[src/common/rtc_consts.svh]
// Timing counts, command codes and field positions of the single-wire seconds clock
`ifndef RTC_CONSTS_SVH
`define RTC_CONSTS_SVH

// Clock period and cycle conversion (least times round up, longest round down)
`define RTC_CLK_NS 8
`define RTC_CYC_UP(ns) (((ns) + `RTC_CLK_NS - 1) / `RTC_CLK_NS)
`define RTC_CYC_DN(ns) ((ns) / `RTC_CLK_NS)

// Bus timing in ns
`define RTC_T_RSTL_NS 480000
`define RTC_T_PDH_NS 30000
`define RTC_T_PDL_NS 120000
`define RTC_T_SAMPLE_NS 30000
`define RTC_T_SEC_NS 1000000000

// Derived cycle counts
`define RTC_RSTL_CYC `RTC_CYC_UP(`RTC_T_RSTL_NS)
`define RTC_PDH_CYC `RTC_CYC_UP(`RTC_T_PDH_NS)
`define RTC_PDL_CYC `RTC_CYC_UP(`RTC_T_PDL_NS)
`define RTC_SAMPLE_CYC `RTC_CYC_UP(`RTC_T_SAMPLE_NS)
`define RTC_SEC_CYC `RTC_CYC_DN(`RTC_T_SEC_NS)

// Command codes
`define RTC_CMD_READ_ID 8'h33
`define RTC_CMD_MATCH_ID 8'h55
`define RTC_CMD_SKIP_ID 8'hcc
`define RTC_CMD_READ_CLK 8'h66
`define RTC_CMD_WRITE_CLK 8'h99

// Control byte fields and frame layout
`define RTC_CTL_OSC_LO 2
`define RTC_CTL_OSC_HI 3
`define RTC_CTL_USER_LSB 4
`define RTC_CTL_BITS 8
`define RTC_FRAME_BITS 40
`define RTC_ID_BITS 64
`define RTC_CRC_POLY 8'h8c

// Reset values
`define RTC_USER_RESET 4'h0
`define RTC_SEC_RESET 32'h0000_0000

`endif

[src/common/rtc_pkg.sv]
// Types of the single-wire seconds clock
`default_nettype none
package rtc_pkg;
    typedef enum logic [6:0] {
        RTC_ST_IDLE   = 7'b000_0001,
        RTC_ST_IDCMD  = 7'b000_0010,
        RTC_ST_RDID   = 7'b000_0100,
        RTC_ST_MATCH  = 7'b000_1000,
        RTC_ST_FNCMD  = 7'b001_0000,
        RTC_ST_RDCLK  = 7'b010_0000,
        RTC_ST_WRCLK  = 7'b100_0000
    } rtc_state_t;
endpackage
`default_nettype wire

[src/logic/rtc_single_wire.sv]
// Single-wire slave real-time clock with identity word and seconds counter
`default_nettype none
`include "rtc_consts.svh"

module rtc_single_wire
    import rtc_pkg::*;
#(
    parameter logic [7:0] FAMILY_CODE = 8'h5a, // Arbitrary value
    parameter logic [47:0] SERIAL_NUM = 48'h0123_4567_89ab, // Arbitrary value
    parameter int unsigned RST_CYC = `RTC_RSTL_CYC,
    parameter int unsigned PDL_CYC = `RTC_PDL_CYC,
    parameter int unsigned PDH_CYC = `RTC_PDH_CYC,
    parameter int unsigned SAMPLE_CYC = `RTC_SAMPLE_CYC,
    parameter int unsigned SEC_CYC = `RTC_SEC_CYC
)
(
    input wire logic clk,
    input wire logic rst_n,
    input wire logic owire_in,
    output logic owire_out,
    output logic owire_oe,
    output logic osc_running,
    output logic [31:0] seconds_now
);
    localparam int CW = 32;
    // One LSB-first step of the check byte generator
    function automatic logic [7:0] crc8_step(input logic [7:0] crc, input logic b);
        crc8_step = {1'b0, crc[7:1]} ^ ((crc[0] ^ b) ? `RTC_CRC_POLY : 8'h00);
    endfunction

    // Check byte over the 56 leading identity bits
    function automatic logic [7:0] crc8_id(input logic [55:0] d);
        logic [7:0] c;
        c = 8'h00;
        for (int i = 0; i < 56; i++)
            c = crc8_step(c, d[i]);
        crc8_id = c;
    endfunction

    localparam logic [55:0] ID_BODY = {SERIAL_NUM, FAMILY_CODE};
    localparam logic [63:0] ID_WORD = {crc8_id(ID_BODY), ID_BODY};
    logic line_q;
    logic [CW-1:0] low_cnt_q;
    logic rst_seen_q;
    logic pwait_q;
    logic pdrive_q;
    logic [CW-1:0] pcnt_q;
    logic slot_q;
    logic [CW-1:0] slot_cnt_q;
    logic tx0_q;
    rtc_state_t state_q;
    logic [6:0] bcnt_q;
    logic [7:0] sh_q;
    logic mism_q;
    logic osc_q;
    logic [3:0] user_q;
    logic [31:0] buf_q;
    logic [31:0] cnt_q;
    logic pend_q;
    logic [CW-1:0] div_q;
    logic fall;
    logic rise;
    logic rst_ev;
    logic bit_ev;
    logic in_bit;
    logic [7:0] rx_byte;
    logic [7:0] ctl_rd;
    logic [39:0] frame;
    logic tx_mode;
    logic tx_bit;
    logic sec_tick;
    // Line edges and reset pulse recognition
    assign fall = line_q & ~owire_in;
    assign rise = ~line_q & owire_in;
    assign rst_ev = ~owire_in && low_cnt_q == CW'(RST_CYC - 1);
    assign bit_ev = slot_q && slot_cnt_q == CW'(SAMPLE_CYC - 1);
    assign in_bit = owire_in;
    assign rx_byte = {in_bit, sh_q[7:1]};
    // Control byte as read back
    assign ctl_rd = {user_q, osc_q, osc_q, 2'b00};
    assign frame = {buf_q, ctl_rd};
    assign tx_mode = (state_q == RTC_ST_RDID) || (state_q == RTC_ST_RDCLK);
    assign tx_bit = (state_q == RTC_ST_RDID) ? ID_WORD[bcnt_q[5:0]] : frame[6'(bcnt_q)];
    // Pin drive: open drain, only pulls low
    assign owire_out = 1'b0;
    assign owire_oe = tx0_q | pdrive_q;
    assign osc_running = osc_q;
    assign seconds_now = cnt_q;
    // Line sample and low-time counter
    always_ff @(posedge clk or negedge rst_n)
    begin
        if (!rst_n)
        begin
            line_q <= 1'b1;
            low_cnt_q <= '0;
        end
        else
        begin
            line_q <= owire_in;
            if (owire_in)
                low_cnt_q <= '0;
            else if (low_cnt_q != CW'(RST_CYC - 1))
                low_cnt_q <= low_cnt_q + CW'(1);
        end
    end

    // Reset pulse and presence answer
    always_ff @(posedge clk or negedge rst_n)
    begin
        if (!rst_n)
        begin
            rst_seen_q <= 1'b0;
            pwait_q <= 1'b0;
            pdrive_q <= 1'b0;
            pcnt_q <= '0;
        end
        else if (rst_ev)
        begin
            rst_seen_q <= 1'b1;
            pwait_q <= 1'b0;
            pdrive_q <= 1'b0;
        end
        else if (rst_seen_q && rise)
        begin
            rst_seen_q <= 1'b0;
            pwait_q <= 1'b1;
            pcnt_q <= '0;
        end
        else if (pwait_q)
        begin
            pcnt_q <= pcnt_q + CW'(1);
            if (pcnt_q == CW'(PDH_CYC - 1))
            begin
                pwait_q <= 1'b0;
                pdrive_q <= 1'b1;
                pcnt_q <= '0;
            end
        end
        else if (pdrive_q)
        begin
            pcnt_q <= pcnt_q + CW'(1);
            if (pcnt_q == CW'(PDL_CYC - 1))
                pdrive_q <= 1'b0;
        end
    end

    // Time slot tracker and zero-bit drive
    always_ff @(posedge clk or negedge rst_n)
    begin
        if (!rst_n)
        begin
            slot_q <= 1'b0;
            slot_cnt_q <= '0;
            tx0_q <= 1'b0;
        end
        else if (rst_ev || rst_seen_q || pwait_q || pdrive_q)
        begin
            slot_q <= 1'b0;
            tx0_q <= 1'b0;
        end
        else if (fall && !slot_q)
        begin
            slot_q <= 1'b1;
            slot_cnt_q <= '0;
            tx0_q <= tx_mode && !tx_bit;
        end
        else if (bit_ev)
        begin
            slot_q <= 1'b0;
            tx0_q <= 1'b0;
        end
        else if (slot_q)
            slot_cnt_q <= slot_cnt_q + CW'(1);
    end

    // Command sequencer
    always_ff @(posedge clk or negedge rst_n)
    begin
        if (!rst_n)
        begin
            state_q <= RTC_ST_IDLE;
            bcnt_q <= '0;
            sh_q <= '0;
            mism_q <= 1'b0;
        end
        else if (rst_ev)
        begin
            state_q <= RTC_ST_IDCMD;
            bcnt_q <= '0;
            mism_q <= 1'b0;
        end
        else if (bit_ev)
        begin
            sh_q <= rx_byte;
            bcnt_q <= bcnt_q + 7'd1;
            case (state_q)
                RTC_ST_IDCMD:
                begin
                    if (bcnt_q == 7'd7)
                    begin
                        bcnt_q <= '0;
                        case (rx_byte)
                            `RTC_CMD_READ_ID: state_q <= RTC_ST_RDID;
                            `RTC_CMD_MATCH_ID: state_q <= RTC_ST_MATCH;
                            `RTC_CMD_SKIP_ID: state_q <= RTC_ST_FNCMD;
                            default: state_q <= RTC_ST_IDLE;
                        endcase
                    end
                end
                RTC_ST_RDID:
                begin
                    if (bcnt_q == 7'(`RTC_ID_BITS - 1))
                    begin
                        bcnt_q <= '0;
                        state_q <= RTC_ST_FNCMD;
                    end
                end
                RTC_ST_MATCH:
                begin
                    if (in_bit != ID_WORD[bcnt_q[5:0]])
                        mism_q <= 1'b1;
                    if (bcnt_q == 7'(`RTC_ID_BITS - 1))
                    begin
                        bcnt_q <= '0;
                        if (mism_q || in_bit != ID_WORD[63])
                            state_q <= RTC_ST_IDLE;
                        else
                            state_q <= RTC_ST_FNCMD;
                    end
                end
                RTC_ST_FNCMD:
                begin
                    if (bcnt_q == 7'd7)
                    begin
                        bcnt_q <= '0;
                        case (rx_byte)
                            `RTC_CMD_READ_CLK: state_q <= RTC_ST_RDCLK;
                            `RTC_CMD_WRITE_CLK: state_q <= RTC_ST_WRCLK;
                            default: state_q <= RTC_ST_IDLE;
                        endcase
                    end
                end
                RTC_ST_RDCLK:
                    if (bcnt_q == 7'(`RTC_FRAME_BITS - 1))
                        bcnt_q <= '0;
                RTC_ST_WRCLK:
                    if (bcnt_q == 7'(`RTC_FRAME_BITS - 1))
                        state_q <= RTC_ST_IDLE;
                default:
                    bcnt_q <= bcnt_q;
            endcase
        end
    end

    // Oscillator enable and user flags
    always_ff @(posedge clk or negedge rst_n)
    begin
        if (!rst_n)
        begin
            osc_q <= 1'b0;
            user_q <= `RTC_USER_RESET;
        end
        else if (bit_ev && state_q == RTC_ST_WRCLK && bcnt_q == 7'(`RTC_CTL_BITS - 1))
        begin
            osc_q <= rx_byte[`RTC_CTL_OSC_HI];
            user_q <= rx_byte[7:`RTC_CTL_USER_LSB];
        end
    end

    // Transfer buffer: snapshot on read command, filled on write
    always_ff @(posedge clk or negedge rst_n)
    begin
        if (!rst_n)
            buf_q <= `RTC_SEC_RESET;
        else if (bit_ev && state_q == RTC_ST_FNCMD && bcnt_q == 7'd7
                 && rx_byte == `RTC_CMD_READ_CLK)
            buf_q <= cnt_q;
        else if (bit_ev && state_q == RTC_ST_WRCLK && bcnt_q >= 7'(`RTC_CTL_BITS))
            buf_q[5'(bcnt_q - 7'(`RTC_CTL_BITS))] <= in_bit;
    end

    // Pending load of written counter bytes
    always_ff @(posedge clk or negedge rst_n)
    begin
        if (!rst_n)
            pend_q <= 1'b0;
        else if (rst_ev)
            pend_q <= 1'b0;
        else if (bit_ev && state_q == RTC_ST_WRCLK
                 && bcnt_q == 7'(`RTC_FRAME_BITS - 1))
            pend_q <= 1'b1;
    end

    // One-second divider, runs only with the oscillator on
    assign sec_tick = osc_q && div_q == CW'(SEC_CYC - 1);
    always_ff @(posedge clk or negedge rst_n)
    begin
        if (!rst_n)
            div_q <= '0;
        else if (!osc_q)
            div_q <= div_q;
        else if (sec_tick)
            div_q <= '0;
        else
            div_q <= div_q + CW'(1);
    end

    // Seconds counter: load at reset pulse wins over tick
    always_ff @(posedge clk or negedge rst_n)
    begin
        if (!rst_n)
            cnt_q <= `RTC_SEC_RESET;
        else if (rst_ev && pend_q)
            cnt_q <= buf_q;
        else if (sec_tick)
            cnt_q <= cnt_q + 32'd1;
    end

endmodule
`default_nettype wire

[config.mk]
export PLATFORM = sky130hd
export DESIGN_NAME = rtc_single_wire
export DESIGN_NICKNAME = d
export VERILOG_FILES = /design/src/common/rtc_pkg.sv /design/src/logic/rtc_single_wire.sv
export VERILOG_INCLUDE_DIRS = /design/src /design/src/common
export SDC_FILE = /design/constraint.sdc
export NUM_CORES = 1
export LEC_CHECK = 0
export BUFFER_PORTS_ARGS = -buffer_cell sky130_fd_sc_hd__clkbuf_2
export CAP_MARGIN = 20
export CORE_ASPECT_RATIO = 0.6
export CORE_MARGIN = 10
export CORE_UTILIZATION = 57
export CTS_CLUSTER_DIAMETER = 150
export CTS_CLUSTER_SIZE = 28
export DETAILED_ROUTE_END_ITERATION = 10
export GPL_TIMING_DRIVEN = 0
export PLACE_DENSITY = 0.77
export SYNTH_ARGS = -nofsm -noshare
export SYNTH_HDL_FRONTEND = slang
export SYNTH_SLANG_ARGS = --single-unit
export TNS_END_PERCENT = 5
[constraint.sdc]
create_clock -name clk -period 2.6 [get_ports clk]
set_input_delay 0.13 -clock clk [delete_from_list [all_inputs] [get_ports clk]]
set_output_delay 0.13 -clock clk [all_outputs]
set_load 0.03 [all_outputs]
==> results of run 1 <==
-- layer usage --
layer | wire length, microns | GRT usage | share of wire
met4 | 383 | 0.0357 | 0.011
met3 | 3360 | 0.0531 | 0.094
met5 | 0 | 0 | 0
met2 | 14700 | 0.327 | 0.41
met1 | 17100 | 0.365 | 0.48
-- sequential cells by signal, indices dropped and copies added, names as in the netlist --
signal and flops:
mism_q 1, rst_seen_q 1, slot_cnt_q 32, pwait_q 1
state_q 7, low_cnt_q 32, pcnt_q 32, pend_q 1
tx0_q 1, slot_q 1, sh_q 7, bcnt_q 7
seconds_now 32, div_q 32, line_q 1, pdrive_q 1
osc_running 1, user_q 4, buf_q 32
-- area by class of cell --
class | instances | area (sq um)
flip-flops and latches | 226 | 5670
clock buffers | 16 | 337
fillers | 1857 | 7750
clock inverters | 1 | 30.0
multi-input cells | 1091 | 6990
plain buffers | 77 | 443
inverters | 47 | 176
repair buffers | 57 | 392
well taps | 308 | 385
-- synth_stat cells, types with 10 or more instances --
master,n
xnor2_1,86
clkbuf_1,53
mux2_2,15
nor4b_1,11
nand4_1,58
and3_1,26
a31oi_1,23
nor2b_1,13
nor4_1,52
a21oi_1,79
o21ai_0,64
nor2_1,184
xor2_1,28
buf_2,11
or3_1,32
and4_1,17
nor3_1,50
nand3_1,73
mux2i_1,24
inv_1,47
or4_1,10
nand2_1,103
dfrtp_1,224
ha_1,13
-- per-stage QoR --
stage	std cells	util	instance area (sq um)	hold WS, ns	power (uW)
floorplan	1444	-	12900	-0.166	3950
global placement	1788	0.609	13500	0.279	4110
detailed placement	1791	0.612	13600	0.147	4130
CTS	1818	0.640	14200	0.194	6230
global route	1823	0.650	14400	0.225	6420
finish	1823	0.650	14400	0.181	6210
-- power by group through the flow --
stage | sequential, uW | combinational [uW] | clock, uW
global placement | 3760 | 351 | 0
finish | 3700 | 383 | 2130
CTS | 3690 | 383 | 2150
detailed placement | 3760 | 376 | 0
global route | 3720 | 433 | 2270
floorplan | 3730 | 226 | 0
-- path summary, 6_finish.rpt --
| check | start | end | depth (start not counted) |
|---|---|---|---|
| max | bcnt_q[1] | mism_q | 8 |
| min | rst_n | slot_cnt_q[24] | 2 |
| max reg2reg | bcnt_q[1] | mism_q | 8 |
| min reg2reg | div_q[4] | div_q[4] | 1 |
| max in group asynchronous | rst_n | low_cnt_q[9] | 3 |
| min in group clk | owire_in | line_q | 2 |
-- kinds of logic after synthesis --
logic type / after synthesis / synth area share
and+or+nand+nor: 690 / 0.283
AOI/OAI and AO/OA: 227 / 0.103
DFF: 226 / 0.437
buffers and inverters: 127 / 0.0431
xor gates and xnor gates: 114 / 0.0772
muxes: 46 / 0.0438
adders and majority gates: 13 / 0.0126
other: 1 / 0.000290
-- critical path, cell delays in order (launching register included) --
cell	delay (ns)
dfrtp_2	0.50
ha_1	0.27
clkbuf_2	0.27
nand2_4	0.19
o21ai_0	0.10
mux4_2	0.48
o21ai_2	0.20
mux2_2	0.36
nor2_1	0.11
-- timing repair --
action,4_1_cts,5_1_grt
gates resized for setup,51,63
pin swaps,6,14
hold buffers,2,0
setup buffers,9,7
gates cloned,0,0
endpoints found under the hold margin,59,0
endpoints found under the setup margin,173,155
==> flow_metrics.tcl, run 1 <==
set metrics [dict create \
    status "completed" \
    clockRootBuffer "clkbuf_16" \
    start_kind "register" \
    end_kind "register" \
    critPathArrivalTime_ns 2.98 \
    start_util 0.584 \
    drc_errors 0 \
    die_width_microns 215 \
    drive_gt1_frac 0.128 \
    grt_usage 0.235 \
    area_growth_pct 11.4 \
    hold_violations 0 \
    skew_ns 0.0392 \
    pwr-share-clk 0.343 \
    p_int_uw 4670 \
    critPathRequiredTime_ns 3.02 \
    ir_drop_mv 0.360 \
    cts_max_level 1 \
    power_frac_seq 0.596 \
    io_pins 38 \
    hp-class "in -> async" \
    fmax_ghz 0.391 \
    diodes 0 \
    crit_fanout 10 \
    place_congestion 1.00 \
    drt_pre_antenna_iters 9 \
    tightest_slew_ns 0.690 \
    layout.nets 1528 \
    core_region_area_sq_um 22200 \
    mostFrequentLayoutCell "dfrtp_1" \
    max_cap_viol_count 0 \
    fp.dieH_microns 137 \
    cts_tree "yes" \
    reg2reg_setup_slack_ns 0.04 \
    slew_violations 0 \
    netlist_area_sq_um 12900 \
    vias 11600 \
    port_buffers 36 \
    wl_microns 35500 \
    fin_crit_ns 2.56 \
    crit_type "reg -> reg" \
    synth_top_area_cell "dfrtp_1" \
    drt_iter0_drc 1500 \
    netlist-cell-type-count 75 \
    synth_top_area_frac 0.433 \
    fin_tns_setup_ns 0 \
    async_flop_share 1.00 \
    syn_area_per_cell_sq_um 8.96 \
    antenna_found_initial 0 \
    yosysWarnings 0 \
    fin_crit_sh 0.984 \
    ys_seq_area_frac 0.437 \
    cts_buffers 12 \
    ys_ff_latch 226 \
    rsz0062_at_grt "true" \
    place_hpwl_microns 25100 \
    synth-main-ff-cell "dfrtp_1" \
    synth_area_leaders "dfrtp_1, xnor2_1, nor2_1" \
    core.rowCount 42 \
    setup_viol 0 \
    max-slew-margin-rel 0.540 \
    synth-edff-count 0 \
    grt_pass1_vias 10700 \
    clock_latency_ns 0.49 \
    power.density_nw_per_um2 430 \
    p_sw_uw 1540 \
    routedWlPerCell_microns 19.5 \
    ctsLongestPathBuffers 3 \
    clkSlewWorstSetupHoldPaths_ns 0.11 \
    viasPerCell 6.38 \
    clock_sinks 226 \
    final_cell_mix "dfrtp_1, nor2_1, nand2_1" \
    p_leak_uw 0.00584 \
    globalRouteOverflowTotal 0 \
    setup_ws_ns 0.0427 \
    swShare 0.248 \
    dieArea_sq_um 29300 \
    synth_nets 1460 \
    antenna_left 0 \
    dp_slack_ns -0.556 \
    grt_pass1_wl_microns 57700 \
    syn_inst 1444 \
    p_comb_frac 0.062 \
    grt_max_degree 89 \
]
Note: power is estimated with default switching activity, not from simulation.
==> run 2: changes to the inputs <==
- ABC_AREA: unset -> 1
- CORE_UTILIZATION: 57 -> 59
- CTS_BUF_LIST: unset -> sky130_fd_sc_hd__clkbuf_8
- PLACE_DENSITY: 0.77 -> 0.89
==> run 2 against run 1 <==
Compared with the run above: count of clock-buffer cells in the layout fell by 3; highest routed layer unchanged; die area up 17%; clock power is 19% lower; utilization fell by 1.3 points; fmax is 7.1% higher; synthesized area increased by 23%.
==> flow_metrics.tcl, run 2 <==
set metrics [dict create \
    io_pins 38 \
    rsz0062_at_grt "false" \
    synth_most_common_cell "nand2_1" \
    critPathMostFrequentCell "nand2_1" \
    netlist_area_sq_um 16000 \
    power.density_nw_per_um2 335 \
    crit_buf_inv 3 \
    area_growth_pct 5.88 \
    slew_violations 0 \
    place_hpwl_microns 39500 \
    crit_family "simple AND/OR/NAND/NOR gates" \
    routedWlPerCell_microns 18.1 \
    status "completed" \
    mostFrequentLayoutCell "nand2_1" \
    critPathRequiredTime_ns 3.13 \
    max_cap_viol_count 0 \
    max-slew-margin-rel 0.411 \
    fmax_ghz 0.419 \
    clockRootBuffer "clkbuf_8" \
    fp.dieH_microns 147 \
    layout.nets 2462 \
    critPathMaxStageDelay_ns 0.53 \
    synth-main-ff-cell "dfrtp_1" \
    async_flop_share 1.00 \
    drive_gt1_frac 0.0820 \
    cts_setup_buffers 0 \
    core.rowCount 46 \
    netlist-cell-type-count 52 \
    grt_pass1_wl_microns 81700 \
    clock_sinks 226 \
    cts_buffers 12 \
    viasPerCell 5.90 \
    vias 16600 \
    diodes 0 \
    dieArea_sq_um 34300 \
    synth_top_area_cell "dfrtp_1" \
    grt_usage 0.291 \
    critPathArrivalTime_ns 2.92 \
    synth_nets 2408 \
    place_congestion 1.02 \
    drt_pre_antenna_iters 6 \
    maxUsedRoutingLayer "met4" \
    path_cells "inv_1 > clkbuf_2 > ha_1 > inv_1 > nor2_1 > nor2_1 > nand3_1 > nand2_1 > nand2_1 > nand2_1 > nand2_1 > a21oi_1" \
    ys_seq_area_frac 0.354 \
    fin_crit_sh 0.919 \
    port_buffers 36 \
    drc_errors 0 \
    final_cell_mix "nand2_1, nor2_1, inv_1" \
    clkSlewWorstSetupHoldPaths_ns 0.20 \
    core_region_area_sq_um 26500 \
    antenna_found_initial 0 \
    dp_slack_ns 0.162 \
    synth_top_area_frac 0.351 \
    cts_tree "yes" \
    crit_fanout 12 \
    start_util 0.602 \
    grt_max_degree 93 \
    syn_inst 2392 \
    p_leak_uw 0.00787 \
    synth.top_cells.by_count "nand2_1, nor2_1, inv_1" \
    yosysWarnings 0 \
    end_kind "register" \
    reg2reg_setup_slack_ns 0.21 \
    cts_max_level 1 \
    hold_violations 0 \
    fin_crit_ns 2.39 \
    grt_pass1_vias 15100 \
    die_width_microns 232 \
    clock_latency_ns 0.59 \
    crit_type "reg -> reg" \
    power_uw 5670 \
    wl_met1_microns 23900 \
    globalRouteOverflowTotal 0 \
    ir_drop_mv 0.453 \
    skew_ns 0.102 \
    setup_viol 0 \
    hp-class "in -> async" \
    crit_slowest_cell "dfrtp_1" \
    setup_ws_ns 0.212 \
    synth_area_leaders "dfrtp_1, nand2_1, nor2_1" \
    tightest_slew_ns 0.877 \
    wl_met2_microns 19300 \
    drt_iter0_drc 2344 \
    start_kind "register" \
    ctsLongestPathBuffers 3 \
    ys_ff_latch 226 \
    met3WireLength_microns 6850 \
    wl_microns 50800 \
    antenna_left 0 \
    syn_area_per_cell_sq_um 6.68 \
    synth-edff-count 0 \
]
## run 2: cell types whose count changed after synthesis, moves of 37 or more
cell     change
inv_1      +200
nand2_1    +568
nand3_1    +152
nand4_1     +49
nor2_1     +156
nor3_1      +37
nor4_1      -42
xnor2_1     -74
## run 2: kinds of logic (layout without fill, tap and decap cells)
logic type	Yosys count	count (layout)	synth area share
and+or+nand+nor	1533	1533	0.432
DFF	226	226	0.354
AOI/OAI and AO/OA	196	196	0.0678
adders and majority gates	13	13	0.0102
other	1	1	0.000235
buffers and inverters	348	406	0.0943
xor gates and xnor gates	75	75	0.0411
## run 2: worst reg2reg max path, cell delays in order, from the launching register on
cell and delay, ns:
dfrtp_1 0.53, inv_1 0.09, clkbuf_2 0.27, ha_1 0.28, inv_1 0.32, nor2_1 0.17, nor2_1 0.13, nand3_1 0.13
nand2_1 0.13, nand2_1 0.06, nand2_1 0.09, nand2_1 0.05, a21oi_1 0.12
## run 2: through the flow
stage | setup TNS, ns | instances | utilization | cell area [sq um] | hold slack (ns)
2_1_floorplan | 0 | 2392 | - | 16000 | -0.166
3_3_place_gp | -715.51 | 2788 | 0.626 | 16600 | 0.352
3_5_place_dp | 0 | 2790 | 0.628 | 16700 | 0.127
4_1_cts | 0 | 2810 | 0.637 | 16900 | 0.0504
5_1_grt | 0 | 2810 | 0.637 | 16900 | 0.0692
6_report | 0 | 2810 | 0.637 | 16900 | 0.0429
## run 2: per-layer routing
layer,global-route usage,vias up
met5,0,-
met4,0.0404,0
met3,0.0942,60
met2,0.381,924
met1,0.456,7728
li1,-,7857
## run 2: timing repair
action                                  4_1_cts  5_1_grt
gates resized for setup                       0        2
hold buffers                                  2        0
endpoints found under the hold margin       147        0
endpoints found under the setup margin        0        2
## run 2: worst paths after layout
| kind | startpoint | to | cells past startpoint |
|---|---|---|---|
| worst max-delay path | bcnt_q[0] | mism_q | 12 |
| worst min-delay path | rst_n | pcnt_q[25] | 2 |
| worst max register to register | bcnt_q[0] | mism_q | 12 |
| worst min register to register | user_q[2] | user_q[2] | 2 |
| max in group asynchronous | rst_n | buf_q[18] | 3 |
| min in group clk | owire_in | line_q | 2 |
## run 2: layout make-up
class / instances / area, sq um
clock buffers: 13 / 179
flip-flops and latches: 226 / 5660
plain buffers: 78 / 492
fillers: 2507 / 9620
clock inverters: 5 / 45.0
inverters: 270 / 1020
multi-input cells: 1818 / 8800
repair buffers: 40 / 264
well taps: 360 / 450
## run 2: report_power, final
group	internal (uW)	switching (uW)
registers	3560	63.2
clock network	489	1230
logic	90.2	230
total	4140	1530
